File: src/rtl/iuc_pkg.sv
// shared constants, field layout and carrier types of the instruction unit control block
package iuc_pkg;

    // ------------------------------------------------------------------
    // register map (byte addresses)
    // ------------------------------------------------------------------
    localparam logic [7:0]  ADDR_CTL      = 8'h00;
    localparam logic [7:0]  ADDR_STATUS   = 8'h04;
    localparam logic [7:0]  ADDR_MASK     = 8'h08;
    localparam logic [7:0]  ADDR_PROC_CTX = 8'h0C;
    localparam logic [7:0]  ADDR_CTR0     = 8'h10;
    localparam logic [7:0]  ADDR_CTR1     = 8'h14;
    localparam logic [7:0]  ADDR_PTB_HI   = 8'h18;
    localparam logic [7:0]  ADDR_IPE_LO   = 8'h1C;
    localparam logic [7:0]  ADDR_IPE_HI   = 8'h20;

    // ------------------------------------------------------------------
    // control word layout
    // ------------------------------------------------------------------
    localparam int          CTL_W         = 20;
    localparam int          BIT_RCV       = 14;
    localparam int          BIT_XMIT      = 13;
    localparam logic [19:0] CTL_RESET     = 20'h00006;
    localparam logic [19:0] CTL_WR_MASK   = 20'hF9FFF;

    // status / mask bit positions
    localparam int          NUM_EVT       = 4;
    localparam int          EVT_VIOL      = 0;
    localparam int          EVT_OVF0      = 1;
    localparam int          EVT_DMISS     = 3;

    // virtual address formats
    localparam int          VA_NARROW_MSB = 42;
    localparam int          VA_WIDE_MSB   = 47;
    localparam int          VA_SHORT_MSB  = 31;
    localparam int          VA_PAGE_LSB   = 13;

    // ------------------------------------------------------------------
    // carriers
    // ------------------------------------------------------------------
    typedef struct packed {
        logic       counter_one_enable;
        logic       counter_zero_enable;
        logic       single_issue;
        logic       short_address_format_select;
        logic       wide_address_mode;
        logic       serial_line_receive_bit;
        logic       serial_line_transmit_bit;
        logic       privileged_instr_kernel_enable;
        logic [1:0] branch_predict_select;
        logic [1:0] stream_prefetch_count;
        logic [1:0] shadow_register_enable;
        logic [2:0] superpage_enable;
        logic [1:0] icache_set_enable;
        logic       system_count_enable;
    } iuc_ctl_t;

    typedef struct packed {
        logic       not_taken;
        logic       local_only;
        logic       use_global;
    } iuc_bpred_t;

    typedef enum logic [1:0] {
        PF_IDLE,
        PF_DEMAND,
        PF_STREAM
    } iuc_pf_state_t;

endpackage : iuc_pkg

File: src/rtl/iuc_ctl.sv
// instruction unit control: low field group with apb access, checkers and counters
//
// Notes on behaviour
// - single-issue bit forces bottom-queue-entry issue
// - short format bit shapes page entry reads
// - wide bit selects 48-bit, else 43-bit format
// - raise violation when va not sign-extended
// - wide bit vectors double miss to four-level
// - memory unit wide bit never chooses handler
// - transmit write drives clock pin; receive read-only
// - kernel enable permits reserved privileged instructions
// - upper branch bit forces not-taken prediction
// - lower branch bit forces local-only prediction while upper bit is clear
// - miss launches demand fill plus N prefetches
// - upper shadow bit maps shadow registers
// - superpage bits match memory unit meaning
// - cache set bits only block fills
// - system enable counts enabled counters only
// - process enable counts as an alternative
// - enabled counter counts on either enable
`timescale 1ns/1ns
module iuc_ctl
    import iuc_pkg::*;
#(
    parameter int CTR_W = 20
) (
    input  wire logic              MCLK,
    input  wire logic              RESET,
    input  wire logic              PSEL,
    input  wire logic              PENABLE,
    input  wire logic              PWRITE,
    input  wire logic [7:0]        PADDR,
    input  wire logic [31:0]       PWDATA,
    output logic      [31:0]       PRDATA,
    output logic                   PREADY,
    output logic                   PSLVERR,
    output logic                   IRQ,
    input  wire logic              VA_CHECK_VALID,
    input  wire logic [63:0]       VA_CHECK_ADDR,
    output logic                   ACCESS_VIOLATION,
    input  wire logic              DOUBLE_MISS_REQ,
    output logic                   DOUBLE_MISS_TAKEN,
    output logic                   FOUR_LEVEL_DOUBLE_MISS_ENTRY,
    input  wire logic              SERIAL_LINE_RECEIVE,
    output logic                   BOOT_SERIAL_CLOCK,
    output logic                   SINGLE_ISSUE,
    input  wire logic              KERNEL_MODE,
    output logic                   PRIV_INSTR_ALLOWED,
    input  wire logic              CHOOSER_GLOBAL,
    output iuc_bpred_t             BRANCH_PREDICT,
    input  wire logic              ICACHE_MISS,
    output logic                   ICACHE_MISS_READY,
    output logic                   DEMAND_FILL,
    output logic                   STREAM_PREFETCH,
    output logic                   SHADOW_REG_MAP,
    output logic      [2:0]        SUPERPAGE_ENABLE,
    output logic      [1:0]        ICACHE_FILL_ENABLE,
    input  wire logic [1:0]        COUNT_EVENT,
    output logic      [1:0]        COUNTER_ACTIVE
);

    // ------------------------------------------------------------------
    // apb decode
    // ------------------------------------------------------------------
    logic                 wr_en;
    logic                 rd_hit;
    logic [NUM_EVT-1:0]   evt;
    iuc_ctl_t             ctl_q;
    iuc_ctl_t             wr_word;
    logic                 xmit_q;
    logic [NUM_EVT-1:0]   status_q;
    logic [NUM_EVT-1:0]   mask_q;
    logic                 proc_en_q;
    logic [31:0]          ptb_hi_q;
    logic [63:0]          ipe_va_q;
    logic [63:0]          ipe_fmt;
    logic [CTR_W-1:0]     ctr_q [2];

    assign PREADY  = 1'b1;
    assign wr_en   = PSEL && PENABLE && PWRITE;
    assign wr_word = iuc_ctl_t'(PWDATA[CTL_W-1:0]);

    always_comb begin
        case (PADDR)
            ADDR_CTL, ADDR_STATUS, ADDR_MASK, ADDR_PROC_CTX,
            ADDR_CTR0, ADDR_CTR1, ADDR_PTB_HI, ADDR_IPE_LO, ADDR_IPE_HI: rd_hit = 1'b1;
            default: rd_hit = 1'b0;
        endcase
    end

    // unmapped addresses answer with an error, zero data and no side effect
    assign PSLVERR = PSEL && PENABLE && !rd_hit;

    // ------------------------------------------------------------------
    // control word
    // ------------------------------------------------------------------
    always_ff @(posedge MCLK or posedge RESET) begin
        if (RESET) begin
            ctl_q <= iuc_ctl_t'(CTL_RESET);
        end else if (wr_en && PADDR == ADDR_CTL) begin
            // receive and transmit positions are not stored here
            ctl_q <= iuc_ctl_t'(PWDATA[CTL_W-1:0] & CTL_WR_MASK);
        end
    end

    // write-only transmit bit: latched level drives the boot serial clock pin
    always_ff @(posedge MCLK or posedge RESET) begin
        if (RESET) begin
            xmit_q <= 1'b0;
        end else if (wr_en && PADDR == ADDR_CTL) begin
            xmit_q <= PWDATA[BIT_XMIT];
        end
    end

    assign BOOT_SERIAL_CLOCK = xmit_q;

    // ------------------------------------------------------------------
    // plain control outputs
    // ------------------------------------------------------------------
    assign SINGLE_ISSUE       = ctl_q.single_issue;
    assign PRIV_INSTR_ALLOWED = ctl_q.privileged_instr_kernel_enable && KERNEL_MODE;
    assign SHADOW_REG_MAP     = ctl_q.shadow_register_enable[1];
    // superpage bits are passed through as-is so the fetch side decodes them like data side
    assign SUPERPAGE_ENABLE   = ctl_q.superpage_enable;
    // gates fills only; contents stay valid so re-enabling needs no flush
    assign ICACHE_FILL_ENABLE = ctl_q.icache_set_enable;

    always_comb begin
        BRANCH_PREDICT.not_taken  = ctl_q.branch_predict_select[1];
        BRANCH_PREDICT.local_only = !ctl_q.branch_predict_select[1] &&
                                    ctl_q.branch_predict_select[0];
        BRANCH_PREDICT.use_global = !ctl_q.branch_predict_select[1] &&
                                    !ctl_q.branch_predict_select[0] &&
                                    CHOOSER_GLOBAL;
    end

    // ------------------------------------------------------------------
    // sign-extension checker
    // ------------------------------------------------------------------
    logic va_bad;
    logic viol_q;
    always_comb begin
        if (ctl_q.wide_address_mode) begin
            va_bad = VA_CHECK_ADDR != {{(63-VA_WIDE_MSB){VA_CHECK_ADDR[VA_WIDE_MSB]}},
                                       VA_CHECK_ADDR[VA_WIDE_MSB:0]};
        end else begin
            va_bad = VA_CHECK_ADDR != {{(63-VA_NARROW_MSB){VA_CHECK_ADDR[VA_NARROW_MSB]}},
                                       VA_CHECK_ADDR[VA_NARROW_MSB:0]};
        end
    end

    always_ff @(posedge MCLK or posedge RESET) begin
        if (RESET) begin
            viol_q <= 1'b0;
        end else begin
            viol_q <= VA_CHECK_VALID && va_bad;
        end
    end

    assign ACCESS_VIOLATION = viol_q;

    // the checked address is also the faulting address seen by the page entry register
    always_ff @(posedge MCLK or posedge RESET) begin
        if (RESET) begin
            ipe_va_q <= 64'h0;
        end else if (VA_CHECK_VALID) begin
            ipe_va_q <= VA_CHECK_ADDR;
        end
    end

    always_ff @(posedge MCLK or posedge RESET) begin
        if (RESET) begin
            ptb_hi_q <= 32'h0;
        end else if (wr_en && PADDR == ADDR_PTB_HI) begin
            ptb_hi_q <= PWDATA;
        end
    end

    always_comb begin
        if (ctl_q.short_address_format_select) begin
            ipe_fmt = {32'h0, ptb_hi_q[31:22],
                       ipe_va_q[VA_SHORT_MSB:VA_PAGE_LSB], 3'h0};
        end else if (ctl_q.wide_address_mode) begin
            ipe_fmt = {ptb_hi_q[31:6], ipe_va_q[VA_WIDE_MSB:VA_PAGE_LSB], 3'h0};
        end else begin
            ipe_fmt = {ptb_hi_q[31:1], ipe_va_q[VA_NARROW_MSB:VA_PAGE_LSB], 3'h0};
        end
    end

    // ------------------------------------------------------------------
    // double-miss vectoring
    // ------------------------------------------------------------------
    logic dmiss_q;
    logic four_q;
    always_ff @(posedge MCLK or posedge RESET) begin
        if (RESET) begin
            dmiss_q <= 1'b0;
            four_q  <= 1'b0;
        end else begin
            dmiss_q <= DOUBLE_MISS_REQ;
            // only this register's wide bit decides; the memory unit copy is not an input
            if (DOUBLE_MISS_REQ) begin
                four_q <= ctl_q.wide_address_mode;
            end
        end
    end

    assign DOUBLE_MISS_TAKEN            = dmiss_q;
    assign FOUR_LEVEL_DOUBLE_MISS_ENTRY = four_q;

    // ------------------------------------------------------------------
    // miss fill sequencer
    // ------------------------------------------------------------------
    iuc_pf_state_t pf_state_q;
    logic [1:0]    pf_left_q;
    logic          demand_q;
    logic          stream_q;
    assign ICACHE_MISS_READY = pf_state_q == PF_IDLE;

    always_ff @(posedge MCLK or posedge RESET) begin
        if (RESET) begin
            pf_state_q <= PF_IDLE;
            pf_left_q  <= 2'h0;
            demand_q   <= 1'b0;
            stream_q   <= 1'b0;
        end else begin
            demand_q <= 1'b0;
            stream_q <= 1'b0;
            case (pf_state_q)
                PF_IDLE: begin
                    if (ICACHE_MISS) begin
                        pf_left_q  <= ctl_q.stream_prefetch_count;
                        pf_state_q <= PF_DEMAND;
                    end
                end
                PF_DEMAND: begin
                    demand_q   <= 1'b1;
                    pf_state_q <= (pf_left_q == 2'h0) ? PF_IDLE : PF_STREAM;
                end
                PF_STREAM: begin
                    stream_q  <= 1'b1;
                    pf_left_q <= pf_left_q - 2'h1;
                    if (pf_left_q == 2'h1) begin
                        pf_state_q <= PF_IDLE;
                    end
                end
                default: pf_state_q <= PF_IDLE;
            endcase
        end
    end

    assign DEMAND_FILL     = demand_q;
    assign STREAM_PREFETCH = stream_q;

    // ------------------------------------------------------------------
    // process context and performance counters
    // ------------------------------------------------------------------
    logic [1:0] ctr_en;
    logic [1:0] ovf;
    always_ff @(posedge MCLK or posedge RESET) begin
        if (RESET) begin
            proc_en_q <= 1'b0;
        end else if (wr_en && PADDR == ADDR_PROC_CTX) begin
            proc_en_q <= PWDATA[0];
        end
    end

    assign ctr_en = {ctl_q.counter_one_enable, ctl_q.counter_zero_enable};

    generate
        for (genvar i = 0; i < 2; i++) begin : g_ctr
            logic hit;
            assign hit = wr_en && PADDR == (i == 0 ? ADDR_CTR0 : ADDR_CTR1);
            // either enable suffices, but only for a counter whose own bit is set
            assign COUNTER_ACTIVE[i] = ctr_en[i] &&
                                       (ctl_q.system_count_enable || proc_en_q);
            // a software write in the same cycle wins, so no wrap is flagged then
            assign ovf[i] = COUNTER_ACTIVE[i] && COUNT_EVENT[i] && !hit && (&ctr_q[i]);
            always_ff @(posedge MCLK or posedge RESET) begin
                if (RESET) begin
                    ctr_q[i] <= '0;
                end else if (hit) begin
                    ctr_q[i] <= PWDATA[CTR_W-1:0];
                end else if (COUNTER_ACTIVE[i] && COUNT_EVENT[i]) begin
                    ctr_q[i] <= ctr_q[i] + 1'b1;
                end
            end
        end
    endgenerate

    // ------------------------------------------------------------------
    // interrupt status, mask and output
    // ------------------------------------------------------------------
    assign evt = {DOUBLE_MISS_REQ, ovf, VA_CHECK_VALID && va_bad};

    always_ff @(posedge MCLK or posedge RESET) begin
        if (RESET) begin
            status_q <= '0;
        end else begin
            // a new event in the clearing cycle stays set
            if (wr_en && PADDR == ADDR_STATUS) begin
                status_q <= (status_q & ~PWDATA[NUM_EVT-1:0]) | evt;
            end else begin
                status_q <= status_q | evt;
            end
        end
    end

    always_ff @(posedge MCLK or posedge RESET) begin
        if (RESET) begin
            mask_q <= '0;
        end else if (wr_en && PADDR == ADDR_MASK) begin
            mask_q <= PWDATA[NUM_EVT-1:0];
        end
    end

    assign IRQ = |(status_q & mask_q);

    // ------------------------------------------------------------------
    // read mux
    // ------------------------------------------------------------------
    logic [CTL_W-1:0] ctl_rd;
    always_comb begin
        ctl_rd           = ctl_q;
        ctl_rd[BIT_XMIT] = 1'b0;
        ctl_rd[BIT_RCV]  = SERIAL_LINE_RECEIVE;
    end

    always_comb begin
        PRDATA = 32'h0;
        if (PSEL && !PWRITE) begin
            case (PADDR)
                ADDR_CTL:      PRDATA = {{(32-CTL_W){1'b0}}, ctl_rd};
                ADDR_STATUS:   PRDATA = {{(32-NUM_EVT){1'b0}}, status_q};
                ADDR_MASK:     PRDATA = {{(32-NUM_EVT){1'b0}}, mask_q};
                ADDR_PROC_CTX: PRDATA = {31'h0, proc_en_q};
                ADDR_CTR0:     PRDATA = {{(32-CTR_W){1'b0}}, ctr_q[0]};
                ADDR_CTR1:     PRDATA = {{(32-CTR_W){1'b0}}, ctr_q[1]};
                ADDR_PTB_HI:   PRDATA = ptb_hi_q;
                ADDR_IPE_LO:   PRDATA = ipe_fmt[31:0];
                ADDR_IPE_HI:   PRDATA = ipe_fmt[63:32];
                default:       PRDATA = 32'h0;
            endcase
        end
    end
endmodule : iuc_ctl

File: config.mk
export PLATFORM = sky130hd
export DESIGN_NAME = iuc_ctl
export DESIGN_NICKNAME = d
export VERILOG_FILES = /design/src/rtl/iuc_pkg.sv /design/src/rtl/iuc_ctl.sv
export SDC_FILE = /design/constraint.sdc
export NUM_CORES = 1
export LEC_CHECK = 0
export BUFFER_PORTS_ARGS = -buffer_cell sky130_fd_sc_hd__buf_4
export CAP_MARGIN = 20
export CORE_MARGIN = 2
export CORE_UTILIZATION = 50
export CTS_CLUSTER_SIZE = 14
export DETAILED_ROUTE_END_ITERATION = 10
export PLACE_DENSITY = 0.77
export SLEW_MARGIN = 25
export SYNTH_ARGS = -nofsm -noshare
export SYNTH_HDL_FRONTEND = slang
export SYNTH_SLANG_ARGS = --single-unit
File: constraint.sdc
create_clock -name MCLK -period 4.2 [get_ports MCLK]
set_input_delay 0 -clock MCLK [delete_from_list [all_inputs] [get_ports MCLK]]
set_output_delay 0 -clock MCLK [all_outputs]
set_load 0.01 [all_outputs]
After elaboration in Yosys (flattened, before gate mapping)
Cells that the tools add are included.
{"block": "totals", "word_cells": 112, "input_bits": 117, "output_inout_bits": 55, "reg_bits": 157}
{"block": "op_classes", "muxes": 19, "n_addsub": 3, "n_reduce_logical": 43, "n_eq_ne": 15, "bitwise_logic": 5}
{"cell": "32-bit one-hot mux with 9 select lines", "count": 1}
{"cell": "20-bit two-way mux", "count": 4}
{"cell": "64-bit two-way mux", "count": 1}
{"cell": "20-bit by 1-bit adder with 20-bit output, second input constant", "count": 2}
{"cell": "20-bit AND reduction", "count": 2}
{"cell": "38-bit two-way mux", "count": 1}
{"cell": "8-bit by 5-bit equality test with 1-bit output, second input constant", "count": 4}
{"cell": "32-bit two-way mux", "count": 1}
{"cell": "1-bit logical AND", "count": 24}
{"cell": "21-bit inequality test", "count": 1}
{"cell": "8-bit by 4-bit equality test with 1-bit output, second input constant", "count": 2}
{"cell": "16-bit inequality test", "count": 1}
{"cell": "9-bit OR reduction", "count": 1}
{"cell": "4-bit bitwise AND", "count": 2}
{"cell": "8-bit by 3-bit equality test with 1-bit output, second input constant", "count": 1}
{"cell": "8-bit by 6-bit equality test with 1-bit output, second input constant", "count": 1}
{"cell": "8-bit logical NOT", "count": 1}
{"cell": "2-bit two-way mux", "count": 4}
{"cell": "4-bit OR", "count": 2}
{"cell": "1-bit logical NOT", "count": 6}
{"cell": "2-bit one-hot mux with 3 select lines", "count": 1}
{"cell": "2-bit nonzero test", "count": 3}
{"cell": "2-bit by 1-bit equality test with 1-bit output, second input constant", "count": 2}
{"cell": "2-bit logical NOT", "count": 2}
{"cell": "other kinds (10)", "count": 15}

Logic depth before layout (Yosys ltp)
Gate-level depths: netlist of the first run.
{"block": "depth", "depth_word": 8, "ltp_mapped": 8, "depth_no_buf": 6}

Worst setup path before layout of the first run
No wires, ideal clock.
{"block": "synth_timing", "path_kind": "in2reg", "start": "input PADDR[5]", "end": "register ptb_hi_q[0]", "stages": 6, "arrival_time_ns": 1.558, "path_buffers": 2, "t_required_ns": 4.073, "setup_time_ns": 0.127, "path_slack_ns": 2.514, "cell_sequence": "or4b_1 buf_2 or2_4 nor2_4 buf_6 mux2_1"}
{"block": "synth_via", "elab_chain_len": 2}
{"element": "start, declared", "line_no": "iuc_ctl.sv:32", "rtl": "input wire logic [7:0] PADDR,"}
{"element": "8-bit by 5-bit equality test with 1-bit output", "line_no": "iuc_ctl.sv:174", "rtl": "end else if (wr_en && PADDR == ADDR_PTB_HI) begin"}
{"element": "1-bit logical AND", "line_no": "iuc_ctl.sv:174"}
{"element": "end signal, assigned", "line_no": "iuc_ctl.sv:173", "rtl": "ptb_hi_q <= 32'h0;"}
{"element": "end signal, assigned", "line_no": "iuc_ctl.sv:175", "rtl": "ptb_hi_q <= PWDATA;"}
{"element": "end, declared", "line_no": "iuc_ctl.sv:74", "rtl": "logic [31:0] ptb_hi_q;"}
No other way between the ends.
A chain may end at the register's enable or synchronous reset.

Worst setup path after layout of the first run
{"block": "layout_timing", "start": "input PADDR[4]", "end": "output PRDATA[22]"}
{"block": "layout_via", "elab_chain_len": 3, "elab_cells_between_ends": 11, "cone_classes": "eq/ne (8); mux (2); reduce/logical (1)"}
{"element": "8-bit by 6-bit equality test with 1-bit output, or another cell as far along", "line_no": "iuc_ctl.sv:332", "rtl": "case (PADDR)"}
{"element": "32-bit one-hot mux with 9 select lines *", "line_no": "iuc_ctl.sv:332"}
{"element": "32-bit two-way mux *", "line_no": "iuc_ctl.sv:331", "rtl": "if (PSEL && !PWRITE) begin"}
{"element": "end, declared", "line_no": "iuc_ctl.sv:34", "rtl": "output logic [31:0] PRDATA,"}
Mark *: on every way between the ends. The rest lies on a longest branch, timed or not.

==> run_results.csv, run 1 <==
group,metric,value,unit
die,rows,45,
sta,setup_slack,1.76,ns
detailed_routing,wl_met3,2.25,mm
critical_path,crit_type,"primary input to output pin",
clocking,htree_levels,4,
clocking,cts_root_buf,"clkbuf_16",
place,io_buffer_count,157,
clocking,postCtsSetupBuffers,0,
detailed_routing,avgRoutedWirePerCell,20.0,µm
sta,rsz0062_at_grt,"no",
sta,tns,0,ns
clocking,clkLatencyLatePin,0.43,ns
sta,post-route-period-util,58.1,%
die,die-area,16400,µm²
yosys,synth_area,7720,µm²
yosys,netlist_instances,766,
sta,slew_violations,0,
power,p_per_area,336,nW/µm²
die,initial_core_util,51.0,%
sta,fmax,0.410,GHz
critical_path,worstPathArrival,2.44,ns
yosys,yosysSeqAreaShare,46.7,%
yosys,async_flop_share,100,%
place,dpl.hpwl,15.7,mm
die,core,15100,µm²
detailed_routing,drc,1,
critical_path,cp_max_fo,49,
sta,hold_viol,0,
detailed_routing,first_iter_violations,753,
global_routing,grt_pass1_vias,7040,
detailed_routing,drtAntennaViolNets,0,
hold_path,min_path_type,"primary input to flop",
clocking,clkTransAtPathRegs,0.06,ns
detailed_routing,met1_length,9.64,mm
hold_path,min_from,"VA_CHECK_ADDR[50]",
critical_path,cp-end-kind,"output pin",
critical_path,crit_required,4.20,ns
sta,max_slew_margin,28.2,%
detailed_routing,route.met2.wl,11.0,mm
global_routing,grt_max_degree,111,
final_layout,nNetsFinal,1096,
global_routing,grt_usage,29.6,%
clocking,ctsHoldBuffers,71,
critical_path,cp-startpoint,"PADDR[4]",
yosys,yosys_register_bits,144,
critical_path,reg2reg_from,"proc_en_q",
final_layout,syn2layout_area_growth,32.9,%
clocking,ctsResizeCount,0,
final_layout,n_fill_cell,1173,
die,io_pins,172,
detailed_routing,postRouteWirelength,23.5,mm
yosys,ys_warn_count,0,
clocking,clock_path_buffers,2,
global_routing,antenna_found_initial,0,
clocking,cts_tree,"yes",
yosys,synth_edf_count,0,
yosys,ys_types,62,
final_layout,drive_gt1_share,28.0,%
critical_path,critPathLaunchType,"primary input",
sta,worstMarginPinSlew,1.07,ns
detailed_routing,top_layer_used,"met4",
final_layout,antenna_cells,0,
yosys,avgSynthCellArea,10.1,µm²
place,place.gp.congestion,0.910,
detailed_routing,firstDrtPassIters,10,
yosys,synth_ff_type,"dfrtp_1",
detailed_routing,vias,6986,
flow_run,cap_violations,0,
power,max-vdd-ir-drop,0.257,mV
clocking,cts_buffers,17,
global_routing,grt_pass1_wl,37.5,mm
clocking,clkSinkCount,144,
die,fp.dieH,128,µm
place,pre_cts_slack,1.38,ns
yosys,syn_nets,887,
sta,period_needed,2.44,ns
sta,setup_viol,0,
run_status,violations,"DRC",
die,die_w,128,µm
run_status,status,"complete, but fails checks",
global_routing,overflow,0,
detailed_routing,vias_per_cell,5.94,
sta,clock_skew,0.00746,ns
power,p_leak,4.48,nW
## per-layer routing
metal  vias up  GRT usage (%)
met4         0           10.9
met5         -              0
met2       336           46.5
met3        49           6.80
li1       3192              -
met1      3409           40.4
## metrics by stage
stage | util (%) | hold WS [ns] | instance area, µm² | power [mW] | std cells
detailed placement | 59.2 | 0.137 | 8960 | 1.91 | 1073
floorplan | - | 0.0314 | 7720 | 1.72 | 766
finish | 67.7 | 0.0232 | 10300 | 3.45 | 1176
global placement | 59.2 | 0.134 | 8960 | 1.90 | 1073
CTS | 67.7 | 0.0157 | 10300 | 3.45 | 1176
global route | 67.7 | 0.0661 | 10300 | 3.57 | 1176
## kinds of logic after synthesis
family / count (synthesis) / share of synthesized area, %
compound gates: 151 / 12.6
mux: 106 / 15.3
flops: 144 / 46.7
fa+ha+maj: 4 / 0.648
buf+inv: 57 / 3.65
other cells: 1 / 0.0486
simple gates: 265 / 16.7
xor+xnor: 38 / 4.31
## Yosys cell counts, types with 6 or more instances
library cell	number	area, µm²
a21oi_1	26	130
nand2_1	87	327
dfrtp_1	142	3550
nand3_1	26	130
o211ai_1	15	113
o21ai_0	42	210
mux2i_1	8	80.1
a22oi_1	32	240
mux2_2	68	766
xor2_1	25	219
buf_4	8	60.1
mux2_1	30	338
nor2_1	74	278
nor3_1	12	60.1
a32oi_1	10	87.6
nor4_1	8	50.1
o21ai_1	6	30.0
buf_2	10	50.1
xnor2_1	13	114
nand4_1	18	113
inv_1	11	41.3
clkbuf_1	22	82.6
## state kept, by name, summed over array words and instances (netlist names), 2 cells and up
| name | count |
|---|---|
| ptb_hi_q | 32 |
| status_q | 4 |
| ctr_q | 40 |
| mask_q | 4 |
| pf_left_q | 2 |
| SUPERPAGE_ENABLE | 3 |
| ipe_va_q | 35 |
| pf_state_q | 2 |
| ctl_q | 10 |
| ICACHE_FILL_ENABLE | 2 |
## layout make-up
class                           count  area, µm²  area share [%]
Clock buffer                       19        443            4.32
Clock inverter                     13        140            1.37
Inverter                           11       48.8           0.476
Multi-Input combinational cell    565       3840            37.4
Sequential cell                   144       3610            35.1
Tap cell                          188        235            2.29
Timing Repair Buffer              236       1950            19.0
## final timing paths
check | slack (ns) | endpoint | depth (start not counted)
setup / recovery | 1.76 | PRDATA[22] | 6
hold / removal | 0.02 | ACCESS_VIOLATION | 4
setup reg to reg | 1.97 | ctr_q[13] | 5
hold reg to reg | 0.49 | ptb_hi_q[17] | 1
max in group asynchronous | 3.03 | ICACHE_FILL_ENABLE[0] | 4
min in group asynchronous | 0.23 | ctr_q[0] | 3
## critical path: stages
cell and delay (ns):
buf_4 0.41, or4b_1 0.64, nor4b_2 0.93, a32oi_1 0.10, nor2_1 0.19, buf_4 0.15
## where the power goes
group / internal [mW] / leakage, nW / switching [mW]
clock network: 0.888 / 0.263 / 0.613
logic: 0.220 / 2.33 / 0.207
registers: 1.46 / 1.89 / 0.0572
total: 2.57 / 4.48 / 0.877
## cell usage in the layout, fill, tap and decap left out, types with 3 or more instances in the layout
master / instances
o21ai_1: 6
dfrtp_1: 142
inv_1: 10
and4_1: 4
mux2_2: 68
ha_1: 4
nand3_1: 26
nand2b_1: 3
o22ai_1: 3
nor2b_1: 3
nand2_1: 87
dlygate4sd3_1: 71
o21ai_0: 42
nor3_1: 12
mux2i_1: 8
nor2_1: 73
nor4_1: 8
buf_4: 165
xnor2_1: 13
nand4_1: 18
a22oi_1: 32
nor2_4: 3
or4_1: 3
clkinvlp_4: 7
or3_1: 4
o211ai_1: 15
and2_1: 4
a32oi_1: 10
mux2_1: 30
xor2_1: 25
a21oi_1: 26
clkbuf_16: 17
and3_1: 3
Power figures use the tool's default switching activity.
==> inputs of run 2 (changes only) <==
--- a/config.mk
+++ b/config.mk
@@ -8,10 +8,10 @@
 export BUFFER_PORTS_ARGS = -buffer_cell sky130_fd_sc_hd__buf_4
 export CAP_MARGIN = 20
 export CORE_MARGIN = 2
-export CORE_UTILIZATION = 50
+export CORE_UTILIZATION = 55
 export CTS_CLUSTER_SIZE = 14
 export DETAILED_ROUTE_END_ITERATION = 10
-export PLACE_DENSITY = 0.77
+export PLACE_DENSITY = 0.81
 export SLEW_MARGIN = 25
 export SYNTH_ARGS = -nofsm -noshare
 export SYNTH_HDL_FRONTEND = slang
==> constraint.sdc (replaced) <==
create_clock -name MCLK -period 2.4 [get_ports MCLK]
set_input_delay 0 -clock MCLK [delete_from_list [all_inputs] [get_ports MCLK]]
set_output_delay 0 -clock MCLK [all_outputs]
set_load 0.01 [all_outputs]
==> run 2 against run 1 <==
The run now ends clean. Critical path depth increased by 1. Power increased by 79%. Design area up 1.4%. Setup slack worse by 1.5 ns. Clock power up 84%. Sequential cell count stayed put. Non-clock buffer count increased by 17. First-iteration DRC count rose by 6.0%. Combinational power up 77%. Utilization increased by 7.8 points. Global-route usage is 3.2 points higher. Die area is 8.8% lower.
==> run_results.csv, run 2 (synthesis gave the netlist of run 1 again) <==
group,metric,value,unit
global_routing,grt_pass1_wl,37.4,mm
die,fp.dieH,122,µm
final_layout,n_fill_cell,982,
place,placed_area,9100,µm²
final_layout,multi_input_area,3830,µm²
clocking,clkSinkCount,144,
sta,post-route-period-util,90.3,%
sta,hold_viol,0,
sta,worstMarginPinSlew,0.878,ns
final_layout,drive_gt1_share,29.3,%
die,die_w,122,µm
final_layout,final_area,10400,µm²
place,io_buffer_count,157,
final_layout,syn2layout_area_growth,34.9,%
critical_path,worstPathArrival,2.17,ns
detailed_routing,drc,0,
die,initial_core_util,56.0,%
final_layout,reg_top3,"ctr_q x40, ipe_va_q x35, ptb_hi_q x32",
place,placedCellCount,1083,
sta,slew_violations,0,
detailed_routing,firstDrtPassIters,5,
hold_path,min_path_type,"primary input to flop",
global_routing,grt_max_degree,145,
clocking,cts_tree,"yes",
final_layout,layout_common_cells,"buf_4, dfrtp_1, nand2_1, nor2_1, dlygate4sd3_1",
clocking,cts_buffers,17,
place,place.gp.congestion,0.952,
clocking,htree_levels,4,
clocking,clock_path_buffers,2,
clocking,clkTransAtPathRegs,0.06,ns
detailed_routing,vias_per_cell,6.01,
final_layout,largest_reg_flops,40,
power,max-vdd-ir-drop,0.484,mV
final_layout,final_common_cell,"buf_4",
sta,max_slew_margin,41.5,%
global_routing,grt_usage,32.8,%
die,die-area,15000,µm²
power,finalPower,6.18,mW
detailed_routing,first_iter_violations,798,
sta,fmax,0.461,GHz
detailed_routing,postRouteWirelength,23.7,mm
clocking,clkLatencyLatePin,0.43,ns
place,dpl.hpwl,15.6,mm
final_layout,stdcell_count,1185,
critical_path,cp_max_fo,16,
sta,rsz0062_at_grt,"no",
detailed_routing,vias,7117,
critical_path,crit_required,2.40,ns
critical_path,worst_path_max_delay_cell,"dfrtp_1",
global_routing,overflow,0,
critical_path,critPathLaunchType,"flop",
detailed_routing,avgRoutedWirePerCell,20.0,µm
flow_run,cap_violations,0,
critical_path,cp-end-kind,"output pin",
sta,tns,0,ns
critical_path,crit_chain,"nor2_1 > nand4_1 > o21ai_1 > buf_4 > a222oi_1 > nor2_1 > buf_4",
critical_path,crit_family,"compound AO/OA/AOI/OAI gates",
sta,period_needed,2.17,ns
final_layout,register_area,3610,µm²
die,io_pins,172,
final_layout,nNetsFinal,1113,
final_layout,top_register,"ctr_q",
sta,hold-worst-slack,0.0442,ns
run_status,status,"complete, no violations",
global_routing,grt_pass1_vias,7152,
critical_path,crit_type,"flop to output pin",
sta,setup_viol,0,
detailed_routing,drtAntennaViolNets,0,
die,core,13800,µm²
sta,clock_skew,0.00621,ns
die,rows,43,
clocking,cts_root_buf,"clkbuf_16",
power,p_per_area,593,nW/µm²
critical_path,cpPeakStageDelay,0.47,ns
critical_path,critical_path_buf_inv_count,2,
final_layout,antenna_cells,0,
power,p_leak,4.60,nW
global_routing,antenna_found_initial,0,
==> run 2: path summary, 6_finish.rpt <==
path | from | end | slack (ns) | cells after the start
max in group asynchronous | RESET | ipe_va_q[35] | 1.41 | 4
worst min-delay path | VA_CHECK_ADDR[50] | ACCESS_VIOLATION | 0.04 | 4
worst max register to register | ctr_q[0] | ctr_q[14] | 0.53 | 7
worst max-delay path | ctl_q[16] | PRDATA[17] | 0.23 | 7
min in group asynchronous | RESET | mask_q[3] | 0.26 | 4
worst min register to register | ptb_hi_q[0] | ptb_hi_q[0] | 0.49 | 1
==> run 2: timing repair <==
item | 4_1_cts | 5_1_grt
hold buffers | 70 | 0
hold endpoints to repair | 281 | 0
buffers inserted | 0 | 0
gates resized for setup | 0 | 0
==> run 2: tightest hold or removal path: stages <==
cell     delay [ns]
buf_4          0.09
nor4_1         0.05
nand4_1        0.07
and4_1         0.22
==> run 2: per-stage QoR <==
step	setup slack, ns	util [%]
finish	0.232	75.6
global route	0.110	75.6
CTS	0.221	75.6
detailed placement	0.326	66.0
global placement	0.358	66.0
floorplan	0.597	-
==> run 2: where the power goes <==
| group | switching, mW | internal (mW) |
|---|---|---|
| Clock | 1.01 | 1.75 |
| Sequential | 0.0996 | 2.56 |
| Combinational | 0.364 | 0.392 |
| Total | 1.47 | 4.70 |
==> run 2: layout make-up <==
| type | instances | share of cell area, % |
|---|---|---|
| inverter | 11 | 0.433 |
| timing repair buffer | 253 | 20.1 |
| multi-input combinational | 565 | 36.8 |
| sequential | 144 | 34.6 |
| clock inverter | 12 | 1.59 |
| clock buffer | 20 | 4.29 |
| tap | 180 | 2.16 |
==> run 2: per-layer routing <==
layer / GRT usage [%] / part of all wire (%) / wire length (µm) / vias up
met5: 0 / 0 / 0 / -
met4: 13.5 / 3.2 / 756 / 0
met3: 7.48 / 9.1 / 2160 / 76
met2: 51.7 / 47 / 11100 / 424
met1: 44.0 / 41 / 9640 / 3404
li1: - / - / - / 3213
==> inputs of run 3 (changes only) <==
--- a/config.mk
+++ b/config.mk
@@ -12,6 +12,7 @@
 export CTS_CLUSTER_SIZE = 14
 export DETAILED_ROUTE_END_ITERATION = 10
 export PLACE_DENSITY = 0.81
+export SETUP_SLACK_MARGIN = 0.4
 export SLEW_MARGIN = 25
 export SYNTH_ARGS = -nofsm -noshare
 export SYNTH_HDL_FRONTEND = slang
==> run 3 against run 2 <==
Sequential share of layout area down 0.32 points. Register-to-register slack about the same. Largest power group unchanged. Highest routed layer unchanged. Fmax is 5.7% higher. Power barely moved. Largest cell class unchanged. Final cell count increased by 0.76%.
==> run_results.csv, run 3 (synthesis gave the netlist of run 1 again) <==
group,metric,value,unit
clocking,cts_tree,"yes",
sta,clock_skew,0.00818,ns
detailed_routing,avgRoutedWirePerCell,20.0,µm
final_layout,syn2layout_area_growth,36.2,%
die,die_w,122,µm
global_routing,grt_max_degree,145,
clocking,clock_path_buffers,2,
sta,setup_slack,0.348,ns
final_layout,n_fill_cell,958,
sta,setup_viol,0,
sta,tns,0,ns
sta,rsz0062_at_grt,"yes",
detailed_routing,postRouteWirelength,23.9,mm
final_layout,largest_reg_flops,40,
run_status,status,"complete, no violations",
global_routing,antenna_found_initial,0,
sta,post-route-period-util,85.5,%
detailed_routing,first_iter_violations,775,
critical_path,critPathLaunchType,"flop",
critical_path,crit_required,2.40,ns
final_layout,drive_gt1_share,30.5,%
sta,fmax,0.487,GHz
sta,period_needed,2.05,ns
clocking,cts_buffers,17,
critical_path,cp-end-kind,"output pin",
critical_path,crit_type,"flop to output pin",
die,core,13800,µm²
final_layout,final_util,76.3,%
place,placedCellCount,1083,
sta,hold_viol,0,
die,die-area,15000,µm²
sta,slew_violations,0,
critical_path,cp_max_fo,2,
clocking,cts_root_buf,"clkbuf_16",
die,fp.dieH,122,µm
detailed_routing,drc,0,
final_layout,antenna_cells,0,
final_layout,nNetsFinal,1122,
global_routing,grt_pass1_wl,37.5,mm
clocking,htree_levels,4,
global_routing,overflow,0,
global_routing,grt_pass1_vias,7167,
detailed_routing,drtAntennaViolNets,0,
place,dpl.hpwl,15.6,mm
detailed_routing,firstDrtPassIters,5,
power,max-vdd-ir-drop,0.482,mV
clocking,clkSinkCount,144,
flow_run,cap_violations,0,
power,p_leak,4.66,nW
critical_path,worstPathArrival,2.05,ns
final_layout,multi_input_area,3860,µm²
final_layout,reg_top3,"ctr_q x40, ipe_va_q x35, ptb_hi_q x32",
final_layout,layout_common_cells,"buf_4, dfrtp_1, nand2_1, nor2_1, dlygate4sd3_1",
power,finalPower,6.18,mW
place,pre_cts_slack,0.326,ns
sta,max_slew_margin,41.4,%
final_layout,final_common_cell,"buf_4",
final_layout,register_area,3610,µm²
sta,worstMarginPinSlew,0.879,ns
global_routing,grt_usage,32.9,%
place,io_buffer_count,157,
detailed_routing,vias_per_cell,6.01,
clocking,clkLatencyLatePin,0.43,ns
final_layout,stdcell_count,1194,
final_layout,top_register,"ctr_q",
die,initial_core_util,56.0,%
hold_path,min_path_type,"primary input to flop",
detailed_routing,vias,7177,
power,p_per_area,588,nW/µm²
clocking,clkTransAtPathRegs,0.06,ns
place,place.gp.congestion,0.952,
die,io_pins,172,
die,rows,43,
==> run 3: cell count changes in the layout (fill, tap and decap cells not counted), sizes merged <==
cell  change
buf       +9
==> run 3: critical path, stage by stage (launching register included) <==
cell and delay (ns):
dfrtp_1 0.38, mux2_2 0.26, a22o_1 0.22, a221o_1 0.35, a31oi_1 0.19, nor2_1 0.06
buf_4 0.16
==> run 3: worst paths after layout <==
path | endpoint | cells after the start | from | slack (ns)
max in group asynchronous | ipe_va_q[35] | 4 | RESET | 1.41
min in group asynchronous | mask_q[3] | 4 | RESET | 0.26
worst min-delay path | ACCESS_VIOLATION | 4 | VA_CHECK_ADDR[50] | 0.05
worst max register to register | ctr_q[14] | 7 | ctr_q[0] | 0.53
worst min register to register | ptb_hi_q[0] | 1 | ptb_hi_q[0] | 0.49
worst max-delay path | PRDATA[3] | 6 | ptb_hi_q[3] | 0.35
==> run 3: what timing repair did <==
item | CTS | global route
cloned | 0 | 3
hold buffers | 70 | 0
buffers inserted | 2 | 4
endpoints found under the hold margin | 281 | 0
setup endpoints to repair | 17 | 29
resized for setup | 1 | 14
pin swaps | 2 | 4
==> run 3: final cells by class <==
| class | instances | area share (%) |
|---|---|---|
| inverters | 11 | 0.428 |
| clock inverters | 12 | 1.57 |
| clock buffers | 20 | 4.25 |
| repair buffers | 262 | 20.6 |
| multi-input cells | 565 | 36.7 |
| flip-flops and latches | 144 | 34.3 |
| well taps | 180 | 2.14 |
==> run 3: where the power goes <==
part | leakage, nW | total, mW | switching [mW] | internal [mW]
combinational | 2.47 | 0.763 | 0.368 | 0.396
sequential | 1.88 | 2.66 | 0.100 | 2.56
clock | 0.299 | 2.76 | 1.01 | 1.75
==> run 3: metal layers <==
metal,vias up,wire length (µm),part of all wire (%),track usage [%]
li1,3235,-,-,-
met3,77,2220,9.3,7.53
met5,-,0,0,0
met4,0,875,3.7,13.8
met1,3438,9580,40,43.9
met2,427,11200,47,51.8
==> run 3: metrics by stage <==
step,hold WS [ns],instance area [µm²]
finish,0.0463,10500
global route,0.0563,10500
CTS,0.0149,10400
detailed placement,0.135,9100
global placement,0.134,9100
floorplan,0.0314,7720
